**config.mk**
```make
export PLATFORM = sky130hd
export DESIGN_NAME = rx_stream_framer
export DESIGN_NICKNAME = d
export VERILOG_FILES = /design/src/core/rx_align_pkg.sv /design/src/core/tlp_hdr_decode.sv /design/src/core/payload_be_gen.sv /design/src/core/rx_stream_framer.sv
export SDC_FILE = /design/constraint.sdc
export NUM_CORES = 1
export LEC_CHECK = 0
export BUFFER_PORTS_ARGS = -buffer_cell sky130_fd_sc_hd__buf_2
export CORE_MARGIN = 8
export CORE_UTILIZATION = 56
export CTS_CLUSTER_DIAMETER = 50
export DETAILED_ROUTE_END_ITERATION = 8
export GPL_ROUTABILITY_DRIVEN = 0
export PLACE_DENSITY_LB_ADDON = 0.2
export SLEW_MARGIN = 20
export SYNTH_ARGS = -nofsm -noshare
export SYNTH_HDL_FRONTEND = slang
export SYNTH_HIERARCHICAL = 1
export SYNTH_SLANG_ARGS = --single-unit
export TNS_END_PERCENT = 20
```
**constraint.sdc**
```tcl
create_clock -name clk -period 3 [get_ports clk]
set_clock_uncertainty 0.1 [all_clocks]
set_input_delay 0.9 -clock clk [delete_from_list [all_inputs] [get_ports clk]]
set_output_delay 0.9 -clock clk [all_outputs]
set_load 0.01 [all_outputs]
```
**src/core/rx_align_pkg.sv**
```systemverilog
// constants, carriers and phase type for the receive stream framer
// assumes one application clock; the header fields are read in stream byte order
`default_nettype none

package rx_align_pkg;

	// ****************************************************************
	// stream geometry and timing
	// ****************************************************************
	localparam int DWORD_W = 32;
	localparam int BE_W = 4;
	localparam int VALID_DROP_MAX_CYC = 3;

	// ****************************************************************
	// header field positions (header byte 4n sits in the low lane of dword n)
	// ****************************************************************
	localparam int FMT_DATA_BIT = 6;
	localparam int FMT_4DW_BIT = 5;
	localparam int LEN_HI_LSB = 16;
	localparam int LEN_LO_LSB = 24;
	localparam int FBE_LSB = 24;
	localparam int LBE_LSB = 28;
	localparam int ADDR2_BIT = 26;
	localparam logic [1:0] HDR_BE_IDX = 2'h1;
	localparam logic [1:0] HDR3_LAST_IDX = 2'h2;
	localparam logic [1:0] HDR4_LAST_IDX = 2'h3;
	localparam int LEN_W = 11;
	localparam logic [10:0] LEN_MAX = 11'h400;

	// ****************************************************************
	// reset and fill values
	// ****************************************************************
	localparam logic [3:0] BE_NONE = 4'h0;
	localparam logic [3:0] BE_ALL = 4'hf;

	typedef struct packed {
		logic first;
		logic last;
		logic [31:0] dw;
	} recv_tlp_dword_s;

	typedef struct packed {
		logic has_data;
		logic hdr4;
		logic [10:0] len;
	} tlp_info_s;

	typedef enum {PH_HDR, PH_PAY} pack_phase_e;

endpackage

`default_nettype wire

```
**src/core/tlp_hdr_decode.sv**
```systemverilog
// header dword 0 decode: payload present, header size, payload dword count
// assumes the dword is in stream byte order, header byte 0 in bits 7:0
`default_nettype none

module tlp_hdr_decode import rx_align_pkg::*; (
	input wire logic [31:0] dw0,
	output tlp_info_s info
);
	logic [9:0] len10;

	always_comb begin
		len10 = {dw0[LEN_HI_LSB + 1:LEN_HI_LSB], dw0[LEN_LO_LSB + 7:LEN_LO_LSB]};
		info.has_data = dw0[FMT_DATA_BIT];
		info.hdr4 = dw0[FMT_4DW_BIT];
		// a zero length field means the largest payload
		info.len = (len10 == 10'h000) ? LEN_MAX : {1'b0, len10};
	end
endmodule

`default_nettype wire

```
**src/core/payload_be_gen.sv**
```systemverilog
// byte qualifiers of one payload dword from its index and the header's enables
// assumes len is at least one dword
`default_nettype none

module payload_be_gen import rx_align_pkg::*; (
	input wire logic [10:0] idx,
	input wire logic [10:0] len,
	input wire logic [3:0] fbe,
	input wire logic [3:0] lbe,
	output logic [3:0] be
);
	always_comb begin
		if (idx == 11'h000) begin
			be = fbe;
		end else if (idx == 11'(len - 11'h001)) begin
			be = lbe;
		end else begin
			be = BE_ALL;
		end
	end
endmodule

`default_nettype wire

```
**src/core/rx_stream_framer.sv**
```systemverilog
// receive stream framer: packs dword-serial received packets into wide stream words
// assumes the dword source and the application share clk; no pin inputs here
`default_nettype none

module rx_stream_framer import rx_align_pkg::*; #(
	parameter int DATA_W = 128,
	parameter bit MULTI_PKT = 1'b0,
	parameter int HDR_ROOM_W = 8,
	parameter int DATA_ROOM_W = 12,
	localparam int LANES = DATA_W / DWORD_W,
	localparam int SEGS = (DATA_W == 256 && MULTI_PKT) ? 2 : 1,
	localparam int EMPTY_W = (LANES > 2) ? $clog2(LANES / 2) : 1
) (
	input wire logic clk,
	input wire logic nrst,
	input wire logic ce,
	input wire recv_tlp_dword_s tlp_in,
	input wire logic tlp_in_valid,
	output logic tlp_in_ready,
	output logic [DATA_W-1:0] recv_stream_payload,
	output logic recv_stream_word_present,
	input wire logic recv_stream_accept,
	output logic [SEGS-1:0] recv_packet_first_cycle,
	output logic [SEGS-1:0] recv_packet_last_cycle,
	output logic [EMPTY_W-1:0] recv_upper_half_unused,
	output logic [LANES*BE_W-1:0] recv_byte_qualifiers,
	input wire logic [HDR_ROOM_W-1:0] cpl_hdr_free,
	input wire logic [DATA_ROOM_W-1:0] cpl_data_free,
	output logic [HDR_ROOM_W-1:0] completion_header_room,
	output logic [DATA_ROOM_W-1:0] completion_payload_room
);
	localparam int SLOT_W = $clog2(LANES);
	localparam logic [SLOT_W:0] SLOT_END = (SLOT_W + 1)'(LANES);
	localparam logic [SLOT_W:0] SLOT_HALF = (SLOT_W + 1)'(LANES / 2);
	localparam logic [SLOT_W-1:0] SLOT_TOP = SLOT_W'(LANES - 1);
	localparam logic [SLOT_W-1:0] EMPTY_EDGE = SLOT_W'(LANES - 2);
	localparam int DROP_MAX = VALID_DROP_MAX_CYC;

	// ****************************************************************
	// packing state
	// ****************************************************************
	pack_phase_e phase_q;
	logic [SLOT_W:0] slot_q;
	logic [1:0] hdr_idx_q;
	logic [10:0] pay_idx_q;
	tlp_info_s info_q;
	logic [3:0] fbe_q;
	logic [3:0] lbe_q;
	logic lane_q;
	logic hold_q;
	logic in_ready_q;

	logic [DATA_W-1:0] bld_data_q;
	logic [LANES*BE_W-1:0] bld_be_q;
	logic [SEGS-1:0] bld_sop_q;
	logic [SEGS-1:0] bld_eop_q;
	logic [EMPTY_W-1:0] bld_empty_q;
	logic bld_full_q;
	logic bld_full_d;

	logic [DATA_W-1:0] out_data_q;
	logic [LANES*BE_W-1:0] out_be_q;
	logic [SEGS-1:0] out_sop_q;
	logic [SEGS-1:0] out_eop_q;
	logic [EMPTY_W-1:0] out_empty_q;
	logic out_full_q;
	logic out_full_d;
	logic valid_q;
	logic [HDR_ROOM_W-1:0] hdr_room_q;
	logic [DATA_ROOM_W-1:0] data_room_q;

	tlp_info_s dec_info;
	logic [3:0] pay_be;
	logic [3:0] dword_be;
	logic take;
	logic xfer;
	logic load;
	logic hold_close;
	logic is_sop;
	logic hdr_last;
	logic lane_bit;
	logic seg_sel;
	logic hold_open;
	logic word_done;
	logic [SLOT_W-1:0] wslot;
	logic [SLOT_W-1:0] rem;
	logic [SLOT_W:0] nxt;

	tlp_hdr_decode u_dec (
		.dw0(tlp_in.dw),
		.info(dec_info)
	);

	payload_be_gen u_be (
		.idx(pay_idx_q),
		.len(info_q.len),
		.fbe(fbe_q),
		.lbe(lbe_q),
		.be(pay_be)
	);

	// ****************************************************************
	// slot placement
	// ****************************************************************
	assign take = ce && tlp_in_valid && in_ready_q;
	assign xfer = valid_q && recv_stream_accept;
	assign load = ce && bld_full_q && (!out_full_q || xfer);
	assign hold_close = ce && hold_q && !tlp_in_valid;
	assign wslot = slot_q[SLOT_W-1:0];
	assign is_sop = (phase_q == PH_HDR) && (hdr_idx_q == 2'h0);
	assign seg_sel = (SEGS > 1) && wslot[SLOT_W-1];
	assign rem = SLOT_TOP - wslot;

	always_comb begin
		hdr_last = (phase_q == PH_HDR) &&
			(hdr_idx_q == (info_q.hdr4 ? HDR4_LAST_IDX : HDR3_LAST_IDX));
		// requests carry address bit 2 here, completions their lower-address bit 2
		lane_bit = tlp_in.dw[ADDR2_BIT];
		dword_be = (phase_q == PH_PAY) ? pay_be : BE_NONE;
		nxt = slot_q + (SLOT_W + 1)'(1);
		// skip one lane so the first payload dword sits on its qword half
		if (hdr_last && info_q.has_data && !tlp_in.last && (nxt[0] != lane_bit)) begin
			nxt = nxt + (SLOT_W + 1)'(1);
		end
		// a packet ending low in a wide word leaves the high half to the next one
		hold_open = (SEGS > 1) && tlp_in.last && ({1'b0, wslot} < SLOT_HALF);
		word_done = tlp_in.last ? !hold_open : (nxt >= SLOT_END);
	end

	// ****************************************************************
	// packet phase tracking
	// ****************************************************************
	always_ff @(posedge clk) begin
		if (!nrst) begin
			phase_q <= PH_HDR;
			hdr_idx_q <= 2'h0;
			pay_idx_q <= 11'h000;
		end else if (take) begin
			if (tlp_in.last) begin
				// next dword is a new header, no idle cycle needed
				phase_q <= PH_HDR;
				hdr_idx_q <= 2'h0;
			end else if (hdr_last && info_q.has_data) begin
				phase_q <= PH_PAY;
				pay_idx_q <= 11'h000;
			end else if (phase_q == PH_HDR) begin
				hdr_idx_q <= hdr_idx_q + 2'h1;
			end else begin
				pay_idx_q <= pay_idx_q + 11'h001;
			end
		end
	end

	always_ff @(posedge clk) begin
		if (!nrst) begin
			info_q <= '0;
			fbe_q <= BE_NONE;
			lbe_q <= BE_NONE;
			lane_q <= 1'b0;
		end else if (take && phase_q == PH_HDR) begin
			if (hdr_idx_q == 2'h0) begin
				info_q <= dec_info;
			end
			if (hdr_idx_q == HDR_BE_IDX) begin
				fbe_q <= tlp_in.dw[FBE_LSB +: BE_W];
				lbe_q <= tlp_in.dw[LBE_LSB +: BE_W];
			end
			if (hdr_last) begin
				lane_q <= lane_bit;
			end
		end
	end

	// ****************************************************************
	// word builder
	// ****************************************************************
	always_comb begin
		bld_full_d = bld_full_q;
		if (load) begin
			bld_full_d = 1'b0;
		end else if ((take && word_done) || hold_close) begin
			bld_full_d = 1'b1;
		end
	end

	always_ff @(posedge clk) begin
		if (!nrst) begin
			slot_q <= '0;
			hold_q <= 1'b0;
		end else if (take) begin
			// a lane skipped past the word's end stays skipped in the next word
			if (word_done) begin
				slot_q <= tlp_in.last ? '0 : {1'b0, nxt[SLOT_W-1:0]};
			end else begin
				slot_q <= hold_open ? SLOT_HALF : nxt;
			end
			hold_q <= hold_open;
		end else if (hold_close) begin
			slot_q <= '0;
			hold_q <= 1'b0;
		end
	end

	always_ff @(posedge clk) begin
		if (!nrst) begin
			bld_full_q <= 1'b0;
			in_ready_q <= 1'b0;
		end else if (ce) begin
			bld_full_q <= bld_full_d;
			// registered ready tracks the builder's fill state; reset loads it low until the first enabled cycle
			in_ready_q <= !bld_full_d;
		end
	end

	always_ff @(posedge clk) begin
		if (!nrst || load) begin
			bld_data_q <= '0;
			bld_be_q <= '0;
			bld_sop_q <= '0;
			bld_eop_q <= '0;
			bld_empty_q <= '0;
		end else if (take) begin
			// a later dword takes a higher lane: little-endian packing
			bld_data_q[wslot*DWORD_W +: DWORD_W] <= tlp_in.dw;
			bld_be_q[wslot*BE_W +: BE_W] <= dword_be;
			if (is_sop) begin
				bld_sop_q[seg_sel] <= 1'b1;
			end
			if (tlp_in.last) begin
				bld_eop_q[seg_sel] <= 1'b1;
				// whole unused qwords above the last dword
				bld_empty_q <= EMPTY_W'(rem >> 1);
			end
		end
	end

	// ****************************************************************
	// output stage with backpressure
	// ****************************************************************
	always_comb begin
		out_full_d = out_full_q;
		if (load) begin
			out_full_d = 1'b1;
		end else if (xfer) begin
			out_full_d = 1'b0;
		end
	end

	always_ff @(posedge clk) begin
		if (!nrst) begin
			out_full_q <= 1'b0;
			valid_q <= 1'b0;
		end else if (ce) begin
			out_full_q <= out_full_d;
			// valid follows accept one cycle late, well inside the allowed drop time
			valid_q <= out_full_d && recv_stream_accept;
		end
	end

	always_ff @(posedge clk) begin
		if (!nrst) begin
			out_data_q <= '0;
			out_be_q <= '0;
			out_sop_q <= '0;
			out_eop_q <= '0;
			out_empty_q <= '0;
		end else if (load) begin
			// only a load changes the word, so a stalled word stays put
			out_data_q <= bld_data_q;
			out_be_q <= bld_be_q;
			out_sop_q <= bld_sop_q;
			out_eop_q <= bld_eop_q;
			out_empty_q <= bld_empty_q;
		end
	end

	// room figures are only mirrored; the application must budget its reads
	always_ff @(posedge clk) begin
		if (!nrst) begin
			hdr_room_q <= '0;
			data_room_q <= '0;
		end else if (ce) begin
			hdr_room_q <= cpl_hdr_free;
			data_room_q <= cpl_data_free;
		end
	end

	assign tlp_in_ready = in_ready_q;
	assign recv_stream_payload = out_data_q;
	assign recv_stream_word_present = valid_q;
	assign recv_packet_first_cycle = out_sop_q;
	assign recv_packet_last_cycle = out_eop_q;
	assign recv_upper_half_unused = out_empty_q;
	assign recv_byte_qualifiers = out_be_q;
	assign completion_header_room = hdr_room_q;
	assign completion_payload_room = data_room_q;
endmodule

`default_nettype wire

```
======== Word-level counts from Yosys, hierarchy flattened ========
Index checks and enable logic that the tools add are counted.
cells by class
  bitwise gates (word level) .............. 1
  $add $sub $neg .......................... 8
  shifts and indexed selects .............. 4
  equality and inequality tests ........... 7
  mux-type cells .......................... 23
  $lt $le $gt $ge ......................... 1
  reduce and logical (&&, ||, !) cells .... 32
operators by type and width
  cell                       number
  $bwmux 128                 1
  $shift 32x34->128 const A  1
  $shiftx 32x34->128         1
  $mux 32                    2
  $neg 4->34                 1
  $neg 7->34                 1
  $shift 4x34->16 const A    1
  $shiftx 4x34->16           1
  $mux 11                    3
  $eq 32x2->1 const B        1
  $logic_not 32->1           1
  $bwmux 16                  1
  $logic_and 1x1->1          13
  $mux 4                     3
  $add 11x1->11 const B      1
  $eq 11x11->1               1
  $logic_not 11->1           1
  $sub 11x1->11 const B      1
  $logic_not 10->1           1
  $reduce_and 2->1           5
  $mux 3                     3
  $mux 2                     4
  $add 3x1->3 const B        2
  $mux 1                     6
  other kinds (14)           20
word-level totals
  word-level logic and storage cells ...... 101
  flip-flop bits (word level) ............. 387
  input bits .............................. 59
  output and inout bits ................... 169

======== Depth between registers and ports, before layout ========
  word-level depth ........................ 13
  mapped depth ............................ 9
  mapped depth without buffers ............ 9

======== Hierarchy ========
The synthesis kept the hierarchy.
modules (own cells, without submodules)
  module            sequential area each (um^2)  cells an instance  area each (um^2)  times used
  rx_stream_framer  7126.8                       1627               13671.9           1
  payload_be_gen    0.0                          71                 501.7             1
  tlp_hdr_decode    0.0                          15                 90.1              1

======== Worst setup path after synthesis ========
OpenSTA, ideal clock, no wires.
  path kind ............................... reg2reg
  start point ............................. register info_q[0] in the netlist's numbering
  end point ............................... register bld_be_q[0]
  period minus slack after synthesis ...... 2328 ps
  stages on the path, launching flop included .. 10
  setup time .............................. 128 ps
  required time ........................... 2772 ps
  data arrival time ....................... 2100 ps
  slack ................................... 672 ps
  buffers on the path ..................... 0
  path through ............................ dfxtp_1 -> inv_1 -> ha_1 -> or4b_4 -> xnor2_1 -> nor4_1 -> a2bb2oi_1 -> a31oi_1 -> a22oi_1 -> nor2_1
on the way
  longest elaborated chain between the ends .. 7
ends and longest elaborated chain
  what                           line                     RTL
  start, declared                rx_stream_framer.sv:46   tlp_info_s info_q;
  start signal, assigned         rx_stream_framer.sv:162  info_q <= dec_info;
  $sub 11x1->11                  payload_be_gen.sv:15     end else if (idx == 11'(len - 11'h001)) begin
  $eq 11x11->1                   payload_be_gen.sv:15
  $mux 4                         payload_be_gen.sv:15
  $mux 4                         payload_be_gen.sv:13     if (idx == 11'h000) begin
  named net pay_be[0]            rx_stream_framer.sv:73   logic [3:0] pay_be;
  $mux 4                         rx_stream_framer.sv:119  dword_be = (phase_q == PH_PAY) ? pay_be : BE_NONE;
  $shiftx 4x34->16               rx_stream_framer.sv:225  bld_be_q[wslot*BE_W +: BE_W] <= dword_be;
  $bwmux 16                      rx_stream_framer.sv:225
  end signal, assigned by index  rx_stream_framer.sv:225
  end, declared                  rx_stream_framer.sv:54   logic [LANES*BE_W-1:0] bld_be_q;
The timed path passes the listed nets, and every way through them passes these cells.
A chain may end at the register's enable or synchronous reset.

======== Worst setup path after layout ========
  start point ............................. register info_q[0] in the netlist's numbering
  end point ............................... register bld_be_q[1]
Same word-level chain as after synthesis.

==> impl_metrics.tcl <==
set metrics [dict create \
    avgSynthCellArea_um2 8.33 \
    portBuffers 226 \
    required_ns 3.30 \
    place_hpwl_um 26100 \
    hold_buffers 0 \
    min-delay-path-class "reg -> reg" \
    synth.distinct_cells 61 \
    clkSinkCount 356 \
    finalHoldViolations 0 \
    leakagePower_uw 0.00632 \
    async_reset_ff_share_pct 0 \
    dr.pass1.iters 6 \
    cp-start-kind "flop" \
    drt_iter0_markers 1093 \
    ir_drop_mv 0.468 \
    drv_cap 0 \
    clockRootBuffer "clkbuf_16" \
    whs_ns 0.350 \
    grt_use_total_pct 24.7 \
    worst_pin_slew_ns 0.955 \
    layout.nets 1941 \
    num_vias 12300 \
    start_util_pct 56.8 \
    htreeDepth 2 \
    status "finished, final reports clean" \
    drcViolationCount 0 \
    die_w_um 176 \
    ctsResizeCount 0 \
    rows 58 \
    ys_ff_latch 356 \
    core-area_um2 25100 \
    critPathCaptureType "flop" \
    drt_wl_total_um 39800 \
    fin_setup_tns_ns 0 \
    wl_per_cell_um 17.9 \
    max_freq_ghz 0.346 \
    clockBufferDepth 3 \
    clock_latency_ns 0.51 \
    synth_warnings 6 \
    ios 228 \
    ant_nets 0 \
    grt_first_pass_wirelength_um 62000 \
    syn_to_final_growth_pct 18.4 \
    grt_antenna_before_repair 0 \
    crit_fanout 7 \
    cts_tree "done" \
    max_stage_delay_ns 0.53 \
    critPathSlowestCell "or4b_4" \
    overflow 0 \
    design_area_um2 16900 \
    vias_per_cell 5.54 \
    cts.clk_slew.worst_paths_ns 0.06 \
    synth-main-ff-cell "dfxtp_1" \
    crit_arrival_ns 3.19 \
    post-cts-setup-buffers 0 \
    n_fill_cell 2149 \
    placed_area_um2 15600 \
    fin_crit_ns 2.89 \
    synth_seq_area_share_pct 50.0 \
    antenna_cells 0 \
    power.density_nw_per_um2 602 \
    path_cells "inv_1, ha_1, or4b_4, xnor2_1, nor4_1, a2bb2oi_2, a31oi_1, a22oi_1, nor2_1" \
    final_util_pct 67.3 \
    drive_gt1_share_pct 18.1 \
    synth_edf_count 0 \
    synth_cells 1713 \
    cts_buffers 38 \
    die_h_um 176 \
    finalSetupViolCount 0 \
    worstSetupPathType "reg -> reg" \
    synth.cell_area_um2 14300 \
    grt_max_degree 202 \
    finalCritPeriodShare_pct 96.3 \
    max_slew_margin_pct 36.3 \
    first_global_vias 11600 \
    drv_slew 0 \
    die_area_um2 30800 \
    synth_nets 1783 \
]
## registers in the layout, indices dropped and copies added, names as in the netlist, 2 cells and up
name                     flops
info_q                      13
pay_idx_q                   11
completion_payload_room     12
completion_header_room       8
slot_q                       3
lbe_q                        4
hdr_idx_q                    2
recv_byte_qualifiers        16
recv_stream_payload        128
fbe_q                        4
bld_be_q                    16
bld_data_q                 128
## cell usage after synthesis (2+ instances only)
cell	n	area share, %
nor4_4	3	0.45
clkbuf_2	2	0.070
dfxtp_1	356	50
and2_1	6	0.26
xor2_1	10	0.61
and3_1	5	0.22
a21boi_0	169	8.9
a21oi_1	148	5.2
nor3_1	9	0.32
buf_6	2	0.16
xnor2_1	16	0.98
nand2b_1	3	0.13
clkbuf_1	59	1.6
nand3_1	147	5.2
inv_1	9	0.24
nor2b_1	59	2.6
o21ai_0	5	0.18
nand2_2	3	0.13
nand4_1	18	0.79
nor3b_1	5	0.26
nand2_1	486	13
ha_1	11	0.96
buf_2	72	2.5
nor2_2	2	0.088
a22oi_1	4	0.21
buf_1	5	0.13
o211ai_1	2	0.11
mux2i_1	21	1.5
nor4_1	8	0.35
a31oi_1	6	0.26
a311oi_1	2	0.12
buf_4	3	0.16
a32oi_1	2	0.12
nor2_1	27	0.71
o21ai_1	2	0.070
## report_power, final
group	switching (uW)	leakage [uW]	internal (uW)	total, uW
clock	1840	0.000641	3100	4940
sequential	26.0	0.00287	4760	4790
combinational	273	0.00281	167	440
total	2130	0.00632	8040	10200
## kinds of logic after synthesis
family | synth area share, %
simple gates | 24.9
flops | 50.0
compound gates | 16.1
buf+inv | 4.90
xor+xnor | 1.71
mux | 1.47
fa+ha+maj | 0.965
## cell type report
class	instances	area, um^2	share of cell area (%)
inverter	9	33.8	0.200
tap	330	413	2.44
sequential	356	7130	42.2
timing repair buffer	262	1520	8.98
clock buffer	52	1070	6.36
clock inverter	13	249	1.47
multi-input combinational	1204	6480	38.4
## stage by stage
stage               std cells  total power, uW  setup WS [ns]
finish                   2226            10200          0.112
global route             2226            10500       -0.00492
CTS                      2226            10200         0.0758
detailed placement       2161             5320          0.116
global placement         2161             5320          0.277
floorplan                1713             5170          0.672
## critical path, delay by kind of cell (launching register included)
family                     cells  cell delay, ns
xor gates and xnor gates       1            0.15
DFF                            1            0.37
buffers and inverters          1            0.08
and+or+nand+nor                3            0.97
adders and majority gates      1            0.25
AOI/OAI and AO/OA              3            0.84
## worst paths after layout
path | start | end | slack (ns) | depth (start not counted)
max | info_q[0] | bld_be_q[1] | 0.11 | 9
min reg2reg | bld_be_q[6] | bld_be_q[6] | 0.35 | 2
min | bld_be_q[6] | bld_be_q[6] | 0.35 | 2
max reg2reg | info_q[0] | bld_be_q[1] | 0.11 | 9
## cells in the final DEF (no fill, tap or decap), types with 21 or more instances in the layout
cell / synthesis / layout
clkbuf_16: 0 / 39
nand2_1: 486 / 485
nand3_1: 147 / 147
buf_4: 3 / 28
dfxtp_1: 356 / 356
mux2i_1: 21 / 21
nor2b_1: 59 / 58
a21boi_0: 169 / 169
a21oi_1: 148 / 147
buf_2: 72 / 225
nor2_1: 27 / 26
## routing by layer
| metal | vias up | track usage (%) | wire (um) |
|---|---|---|---|
| met3 | 97 | 5.24 | 3430 |
| met1 | 5727 | 30.8 | 16100 |
| met2 | 479 | 40.4 | 18700 |
| met5 | - | 0 | 0 |
| li1 | 6027 | - | - |
| met4 | 0 | 11.4 | 1620 |
No activity file was read; power rests on OpenSTA's default activity.
